### src/rtl/clbcd_pkg.sv
// Purpose: Shared constants and types for the local bus cycle decoder.
// Assumes: 32-bit local address, 50 MHz local bus clock.
// Notes:   Decode windows and timings are named here, never bare in logic.
package clbcd_pkg;

    localparam int          CLK_MHZ          = 50;
    localparam int          SHUT_MIN_CLKS    = 16;
    localparam int          SHUT_CNT_W       = 5;
    localparam logic [4:0]  SHUT_HOLD        = 5'(SHUT_MIN_CLKS);
    localparam logic [31:0] ISA_LIMIT        = 32'h0100_0000;
    localparam int          A31_BIT          = 31;
    localparam int          RAW_MSB          = 2;

    // Processor bus cycle definition encoding {m_io_n, d_c_n, w_r_n}.
    localparam logic [2:0]  CDEF_IACK        = 3'h0;
    localparam logic [2:0]  CDEF_SPECIAL     = 3'h1;
    localparam logic [2:0]  CDEF_IO_RD       = 3'h2;
    localparam logic [2:0]  CDEF_IO_WR       = 3'h3;

    // Special cycle byte enable codes (active low), with address bit 2.
    localparam logic [3:0]  BE_SHUTDOWN      = 4'he;
    localparam logic [3:0]  BE_FLUSH         = 4'hd;
    localparam logic [3:0]  BE_HALT          = 4'hb;
    localparam logic [3:0]  BE_WRBACK        = 4'h7;

    // Halt response selections.
    localparam logic [1:0]  HALT_RDY_ONLY    = 2'h0;
    localparam logic [1:0]  HALT_RDY_SMI     = 2'h1;

    typedef enum logic [2:0] {
        CLBCD_IDLE,
        CLBCD_DECODE,
        CLBCD_WAIT,
        CLBCD_TERM,
        CLBCD_END
    } clbcd_state_t;

    typedef enum logic [2:0] {
        CLBCD_K_NONE,
        CLBCD_K_DRAM,
        CLBCD_K_REG,
        CLBCD_K_ISA,
        CLBCD_K_SPECIAL
    } clbcd_kind_t;

endpackage : clbcd_pkg

### src/rtl/clbcd_decoder.sv
// Purpose: Sorts local bus cycles by kind and terminates those it owns.
// Assumes: Control strobe pins are asynchronous to clk and pass a three-stage filter.
// Notes:   DRAM and ISA engines are outside; they report done by pulses.
//
// Behaviour
// - Skip cycles claimed by another local slave.
// - Burst DRAM cycles end with burst ready.
// - DRAM timing comes from DRAM control registers.
// - Alternate master cycles treated like processor cycles.
// - Register access echoed at 16-bit ISA timing.
// - Byte access to 16-bit registers terminates.
// - ISA memory: not DRAM, unclaimed, below limit or A31 set without boot ROM enable.
// - ISA I/O: unclaimed, not special, not register.
// - ISA cycles end with ready.
// - Ready returned for every halt or special cycle.
// - Halt response is selectable.
// - Second halt option also raises management interrupt.
// - Shutdown holds resets for seventeen clocks (SHUT_CLKS plus one).
`timescale 1ns/1ps
module clbcd_decoder
    import clbcd_pkg::*;
#(
    parameter int          SHUT_CLKS = SHUT_MIN_CLKS
)(
    input  wire logic        clk,
    input  wire logic        resetn,
    input  wire logic        ads_n,
    input  wire logic [31:2] addr,
    input  wire logic [3:0]  be_n,
    input  wire logic        m_io_n,
    input  wire logic        d_c_n,
    input  wire logic        w_r_n,
    input  wire logic        blast_n,
    input  wire logic        local_slave_claim_n,
    input  wire logic        boot_rom_chip_enable,
    input  wire logic        dram_hit,
    input  wire logic        reg_hit,
    input  wire logic [1:0]  halt_option,
    input  wire logic        dram_xfer_done,
    input  wire logic        dram_last_done,
    input  wire logic        isa_done,
    output logic             rdy_n_o,
    output logic             rdy_n_oe,
    output logic             brdy_n_o,
    output logic             brdy_n_oe,
    output logic             dram_start,
    output logic             isa_mem_start,
    output logic             isa_io_start,
    output logic             isa_16bit_io,
    output logic             smi_event,
    output logic             processor_reset_out,
    output logic             isa_reset_out
);

    // Three-stage filters on the control pins; a change counts only when
    // stages two and three agree, so stage one is never decoded.
    localparam int NSYNC = 4;
    logic [NSYNC-1:0] pin_raw;
    logic [NSYNC-1:0] s1_q, s2_q, s3_q, flt_q, flt_d;
    assign pin_raw = {ads_n, local_slave_claim_n, blast_n, boot_rom_chip_enable};

    genvar gi;
    generate
        for (gi = 0; gi < NSYNC; gi++)
        begin : g_sync
            always_comb
            begin
                flt_d[gi] = (s2_q[gi] == s3_q[gi]) ? s3_q[gi] : flt_q[gi];
            end
        end
    endgenerate

    always_ff @(posedge clk)
    begin
        if (!resetn)
        begin
            // Idle level of the strobes, so no cycle is seen while the
            // stages refill after reset.
            s1_q  <= '1;
            s2_q  <= '1;
            s3_q  <= '1;
            flt_q <= '1;
        end
        else
        begin
            s1_q  <= pin_raw;
            s2_q  <= s1_q;
            s3_q  <= s2_q;
            flt_q <= flt_d;
        end
    end

    logic ads_f, claim_n_f, blast_f_n, rom_ce_f;
    assign ads_f     = ~flt_q[3];
    assign claim_n_f = flt_q[2];
    assign blast_f_n = flt_q[1];
    assign rom_ce_f  = flt_q[0];

    // Kind decode from address, cycle definition and claim; no processor
    // versus alternate master distinction exists at all.
    // Address and cycle definition pins skip the filter on purpose: the
    // master holds them from the strobe to termination, and they are first
    // looked at five clocks after the strobe, long after they settled.
    logic [2:0]  cdef;
    logic [31:0] full_addr;
    logic        is_special, is_io, isa_mem_ok, isa_io_ok, is_shutdown, is_halt;
    clbcd_kind_t kind_c;

    assign cdef      = {m_io_n, d_c_n, w_r_n};
    assign full_addr = {addr, 2'b00};
    assign is_special = (cdef == CDEF_SPECIAL);
    assign is_io      = (cdef == CDEF_IO_RD) || (cdef == CDEF_IO_WR);
    assign is_shutdown = is_special && (be_n == BE_SHUTDOWN) && !addr[RAW_MSB];
    assign is_halt     = is_special && (be_n == BE_HALT) && !addr[RAW_MSB];

    assign isa_mem_ok = m_io_n && d_c_n && !dram_hit && claim_n_f &&
                        ((full_addr < ISA_LIMIT) || (addr[A31_BIT] && !rom_ce_f));
    assign isa_io_ok  = is_io && claim_n_f && d_c_n && !reg_hit;

    always_comb
    begin
        // A claim hides everything, then special cycles, then register hits
        // ahead of DRAM, so each cycle is given one kind only.
        // Interrupt acknowledge falls through to no kind and is not answered.
        kind_c = CLBCD_K_NONE;
        if (!claim_n_f)
            kind_c = CLBCD_K_NONE;
        else if (is_special)
            kind_c = CLBCD_K_SPECIAL;
        else if (is_io && reg_hit)
            kind_c = CLBCD_K_REG;
        else if (m_io_n && d_c_n && dram_hit)
            kind_c = CLBCD_K_DRAM;
        else if (isa_mem_ok || isa_io_ok)
            kind_c = CLBCD_K_ISA;
    end

    // Cycle sequencer.
    clbcd_state_t st_q, st_d;
    clbcd_kind_t  kind_q, kind_d;
    logic         rdy_q, rdy_d, brdy_q, brdy_d;
    logic         dst_q, dst_d, mst_q, mst_d, ist_q, ist_d, i16_q, i16_d;
    logic         smi_q, smi_d, shut_q, shut_d;
    logic [SHUT_CNT_W-1:0] rcnt_q, rcnt_d;
    logic         rst_q, rst_d;

    always_comb
    begin
        st_d    = st_q;
        kind_d  = kind_q;
        rdy_d   = 1'b0;
        brdy_d  = 1'b0;
        dst_d   = 1'b0;
        mst_d   = 1'b0;
        ist_d   = 1'b0;
        i16_d   = i16_q;
        smi_d   = 1'b0;
        shut_d  = shut_q;
        case (st_q)
            CLBCD_IDLE:
            begin
                if (ads_f)
                    st_d = CLBCD_DECODE;
            end
            CLBCD_DECODE:
            begin
                // Kind is latched before any termination is driven.
                kind_d  = kind_c;
                shut_d  = is_shutdown;
                i16_d   = 1'b0;
                case (kind_c)
                    CLBCD_K_NONE:
                        st_d = CLBCD_END;
                    CLBCD_K_DRAM:
                    begin
                        dst_d = 1'b1;
                        st_d  = CLBCD_WAIT;
                    end
                    CLBCD_K_REG:
                    begin
                        ist_d = 1'b1;
                        i16_d = 1'b1;
                        st_d  = CLBCD_WAIT;
                    end
                    CLBCD_K_ISA:
                    begin
                        mst_d = m_io_n;
                        ist_d = !m_io_n;
                        st_d  = CLBCD_WAIT;
                    end
                    default:
                    begin
                        // Only the interrupt option acts here; every other
                        // selection answers with ready alone from this block.
                        smi_d = is_halt && (halt_option == HALT_RDY_SMI);
                        st_d  = CLBCD_TERM;
                    end
                endcase
            end
            CLBCD_WAIT:
            begin
                if (kind_q == CLBCD_K_DRAM)
                begin
                    if (dram_xfer_done)
                    begin
                        brdy_d  = 1'b1;
                        // A master may cut a burst short with its last pin,
                        // which the engine cannot foresee, so either ends it.
                        if (dram_last_done || !blast_f_n)
                            st_d = CLBCD_END;
                    end
                end
                else if (isa_done)
                    st_d = CLBCD_TERM;
            end
            CLBCD_TERM:
            begin
                rdy_d = 1'b1;
                st_d  = CLBCD_END;
            end
            default:
            begin
                // Wait for the pin filter to drop the old strobe first.
                if (!ads_f)
                    st_d = CLBCD_IDLE;
            end
        endcase
    end

    // Shutdown reset stretcher; counts from the termination onward.
    // The count loads on the ready clock and the outputs fall one clock after
    // it runs out, so they stand one clock beyond SHUT_CLKS as a margin.
    always_comb
    begin
        rcnt_d = rcnt_q;
        rst_d  = rst_q;
        if (st_q == CLBCD_TERM && shut_q)
        begin
            rst_d  = 1'b1;
            rcnt_d = SHUT_CNT_W'(SHUT_CLKS);
        end
        else if (rcnt_q != '0)
            rcnt_d = rcnt_q - 1'b1;
        else
            rst_d = 1'b0;
    end

    always_ff @(posedge clk)
    begin
        if (!resetn)
        begin
            st_q    <= CLBCD_IDLE;
            kind_q  <= CLBCD_K_NONE;
            rdy_q   <= 1'b0;
            brdy_q  <= 1'b0;
            dst_q   <= 1'b0;
            mst_q   <= 1'b0;
            ist_q   <= 1'b0;
            i16_q   <= 1'b0;
            smi_q   <= 1'b0;
            shut_q  <= 1'b0;
            rcnt_q  <= '0;
            rst_q   <= 1'b0;
        end
        else
        begin
            st_q    <= st_d;
            kind_q  <= kind_d;
            rdy_q   <= rdy_d;
            brdy_q  <= brdy_d;
            dst_q   <= dst_d;
            mst_q   <= mst_d;
            ist_q   <= ist_d;
            i16_q   <= i16_d;
            smi_q   <= smi_d;
            shut_q  <= shut_d;
            rcnt_q  <= rcnt_d;
            rst_q   <= rst_d;
        end
    end

    // Ready pins are driven only while asserted, leaving claimed cycles
    // to the claiming slave's own driver.
    assign rdy_n_o             = ~rdy_q;
    assign rdy_n_oe            = rdy_q;
    assign brdy_n_o            = ~brdy_q;
    assign brdy_n_oe           = brdy_q;
    assign dram_start          = dst_q;
    assign isa_mem_start       = mst_q;
    assign isa_io_start        = ist_q;
    assign isa_16bit_io        = i16_q;
    assign smi_event           = smi_q;
    assign processor_reset_out = rst_q;
    assign isa_reset_out       = rst_q;

endmodule : clbcd_decoder

### config.mk
export PLATFORM = sky130hd
export DESIGN_NAME = clbcd_decoder
export DESIGN_NICKNAME = d
export VERILOG_FILES = /design/src/rtl/clbcd_pkg.sv /design/src/rtl/clbcd_decoder.sv
export SDC_FILE = /design/constraint.sdc
export NUM_CORES = 1
export LEC_CHECK = 0
export BUFFER_PORTS_ARGS = -buffer_cell sky130_fd_sc_hd__buf_2
export CAP_MARGIN = 20
export CORE_MARGIN = 5
export CORE_UTILIZATION = 50
export DETAILED_ROUTE_END_ITERATION = 7
export HOLD_SLACK_MARGIN = 0.1
export PLACE_DENSITY_LB_ADDON = 0.12
export SKIP_CTS_REPAIR_TIMING = 1
export SKIP_LAST_GASP = 1
export SLEW_MARGIN = 25
export SYNTH_ARGS = -nofsm -noshare
export SYNTH_HDL_FRONTEND = slang
export SYNTH_SLANG_ARGS = --single-unit
### constraint.sdc
create_clock -name clk -period 2.38 [get_ports clk]
set_input_delay 0.357 -clock clk [delete_from_list [all_inputs] [get_ports clk]]
set_output_delay 0.357 -clock clk [all_outputs]
set_load 0.02 [all_outputs]
==> implementation parameters <==
Parameter                              Value

Die
  Placement row count ... 20
  Starting utilization of the core area ... 52.3%
  Die height ... 66.5 um
  Die Area ... 0.00442 sq mm
  Number of placed I/O pins ... 61
  Die Wd ... 66.5 um
  Core Box Area ... 0.00305 sq mm

Critical path
  Type of element capturing the critical path ... flop
  Launch instance of the worst register-to-register path ... st_q[0]$_SDFFE_PN0P_
  WS Path Type ... reg2reg
  Launch point of the worst path ... st_q[0]$_SDFFE_PN0P_
  Kind of start point of the critical path ... flop
  Data required, critical path ... 2.64 ns
  Arrival time at the worst endpoint ... 1.74 ns
  Biggest fanout along the worst timing path ... 11

Synthesis
  Share of synthesized registers carrying an async set or reset ... 0%
  Main combinational cell family by area after synthesis ... simple AND/OR/NAND/NOR gates
  Prevailing post-synth register cell ... dfxtp_1
  Net count after synthesis ... 221
  Synthesized netlist cell count ... 169
  Warnings from Yosys ... 0
  Simple-gate share of the synthesized area ... 30.9%
  Number of synthesized flops with an enable pin ... 0
  Portion of netlist area occupied by mux cells ... 1.25%
  Adder-cell share of the synthesized area ... 1.57%
  Ranking of synthesized cells by area ... dfxtp_1 45%, nand2b_1 6.3%, nor2_1 3.3%, nor3b_2 2.4%, nand2_1 2.1%
  Synth Area in Compound Gates ... 14.1%
  Leading post-synthesis cells by instance count ... 36 x dfxtp_1, 16 x nand2b_1, 14 x nor2_1, 9 x nand2_1
  Seq cells post-synth ... 36
  Number of distinct library cells after synthesis ... 48
  Syn Area/Cell ... 9.44 sq um
  Cell taking the most area after synthesis ... dfxtp_1
  Register area share after synthesis ... 45.2%
  Most frequently used cell type in the post-synthesis netlist ... dfxtp_1
  Area share of the largest cell type after synthesis ... 45.2%
  Combined area of all synthesized cells ... 0.00160 sq mm
  Xor-xnor portion of the synthesized cell area ... 1.65%

Clocking
  Number of clock sinks ... 36
  Max Buffers Root-to-Sink ... 2
  Root buffer cell ... clkbuf_4
  Clock slew at the register clock pins of the worst setup and hold paths ... 0.10 ns
  Number of buffers added by the clock tree synthesis step ... 5
  CTS H-Tree Depth ... 2
  Clock tree from TritonCTS ... yes
  Worst-Skew Late Latency ... 0.33 ns

Drt
  Wire length per cell after detailed routing ... 12.2 um
  DRT Pass-1 Iters ... 4
  Via total after detailed routing ... 1311
  Post-route DRC violation count ... 0
  First DRT Iteration DRCs ... 61
  Detailed Route WL ... 3.05 mm
  Number of vias per cell after detailed routing ... 5.22
  Antenna Violating Nets Remaining ... 0

Global route
  Global-route total usage across every layer ... 15.6%
  Number of antenna violations at the first check in global routing ... 0
  Leftover overflow at the end of global routing ... 0
  Via count of the first global-routing pass ... 1287
  Global-route wire length before repair ... 5.32 mm
  Maximum number of pins on one net before global-route repair ... 32

Final layout
  Area of the multi-input gates ... 790 sq um
  Post-Layout Cell Count ... 251
  Finished Cell Area ... 0.00185 sq mm
  Share of the core filled with cells ... 60.5%
  Fill cell instance count of the final layout ... 301
  Area Overhead vs Synth ... 15.7%
  Final net count ... 258
  Register area ... 721 sq um
  Share of cells above drive strength 1 ... 26.1%
  Number of inserted diodes ... 0

Place
  Routability congestion estimate ... 0.873
  Dpl cell area ... 0.00179 sq mm
  Placed Instances ... 243
  Half-perimeter wire length after detailed placement ... 2.34 mm
  Quantity of I/O buffers inserted on ports ... 39

STA
  RSZ-0062 raised after global routing ... no
  Post-route minimum period ... 1.48 ns
  Clk_skew ... 0.00631 ns
  Final setup fails ... 0
  Number of max-slew violations in the final report ... 0
  Share of the clock period used by the worst path after layout ... 62.2%
  TNS Setup ... 0 ns
  Worst Max-Slew Pin Slew ... 0.448 ns
  Upper clock frequency limit ... 675 MHz
  Relative slew slack ... 69.9%
  Final hold slack ... 0.194 ns
  Count of final hold-check violations ... 0

Flow run
  Count of maximum capacitance violations ... 0

Worst hold path
  Class of the worst hold path ... in2reg
  Min-delay src ... local_slave_claim_n

Pwr
  Leakage component of the power ... 0.770 nW
  Power density cells ... 682 mW/mm^2
  Maximum vdd ir drop ... 433 uV

Status
  Status ... finished, final reports clean
-- critical path, stage by stage (launching register included) --
cell and delay [ns]:
dfxtp_1 0.51, nor3b_2 0.34, and3_1 0.24, o211ai_1 0.14
a31oi_1 0.19
-- metrics by stage --
step	power (W)	setup slack [ns]
after floorplan	0.000881	1.10
after global placement	0.000924	0.844
after detailed placement	0.000941	0.829
after CTS	0.00127	0.911
after global routing	0.00134	0.720
final	0.00126	0.899
-- power breakdown --
part	switching, W	internal (W)	total (W)	leakage, nW
Combinational	0.000127	0.000123	0.000250	0.444
Sequential	0.0000299	0.000646	0.000676	0.294
Clock	0.000186	0.000146	0.000332	0.0326
-- layout by cell type, fill, tap and decap left out, types with 2 or more instances in the layout --
master and n:
clkbuf_1 2, nor3b_2 3, nand2_1 9, clkbuf_4 5, ha_1 2, nor2b_1 2, dfxtp_1 36, a31oi_1 4
nor4_1 3, a21oi_1 6, buf_2 39, a21boi_0 3, o22ai_1 2, nand3_1 5, a32o_1 2, nand3b_1 3
o21ai_0 6, inv_1 5, o211ai_1 2, o21ai_1 3, and3_1 2, xnor2_1 3, and2_1 3, mux2i_1 2
nand2b_1 16, nor2_1 14, and3b_1 2, and4b_1 2
-- sequential cells by signal, summed over array words and instances, names as in the netlist --
name	flops
kind_q	3
flt_q	4
dram_start	1
smi_event	1
isa_mem_start	1
rcnt_q	5
s2_q	4
s1_q	4
shut_q	1
s3_q	4
brdy_n_oe	1
st_q	3
isa_reset_out	1
isa_16bit_io	1
isa_io_start	1
rdy_n_oe	1
-- metal layers --
layer  up-vias  GRT usage [%]  wire, um
met5         -              0         0
met2        42           26.4      1420
met4         0           6.09        51
met3         6           5.56       222
met1       592           17.9      1360
li1        671              -         -
-- logic make-up (layout without fill, tap and decap cells) --
| logic type | after synthesis | count (layout) |
|---|---|---|
| simple gates | 77 | 77 |
| compound gates | 34 | 34 |
| xor+xnor | 3 | 3 |
| mux | 2 | 2 |
| fa+ha+maj | 2 | 2 |
| buf+inv | 15 | 53 |
| flops | 36 | 36 |
-- worst paths after layout --
check        slack (ns)                      end  cells past startpoint
max reg2reg        0.90  isa_io_start$_SDFF_PN0_                      4
max                0.90  isa_io_start$_SDFF_PN0_                      4
min reg2reg        0.42       s2_q[0]$_SDFF_PN1_                      1
min                0.19       s1_q[2]$_SDFF_PN1_                      2
-- cell type report --
type | instances | share of cell area [%]
repair buffers | 40 | 11.0
multi-input cells | 118 | 42.8
well taps | 44 | 2.98
inverters | 5 | 1.02
flip-flops and latches | 36 | 39.1
clock buffers | 8 | 3.19
Note: power is estimated with default switching activity, not from simulation.
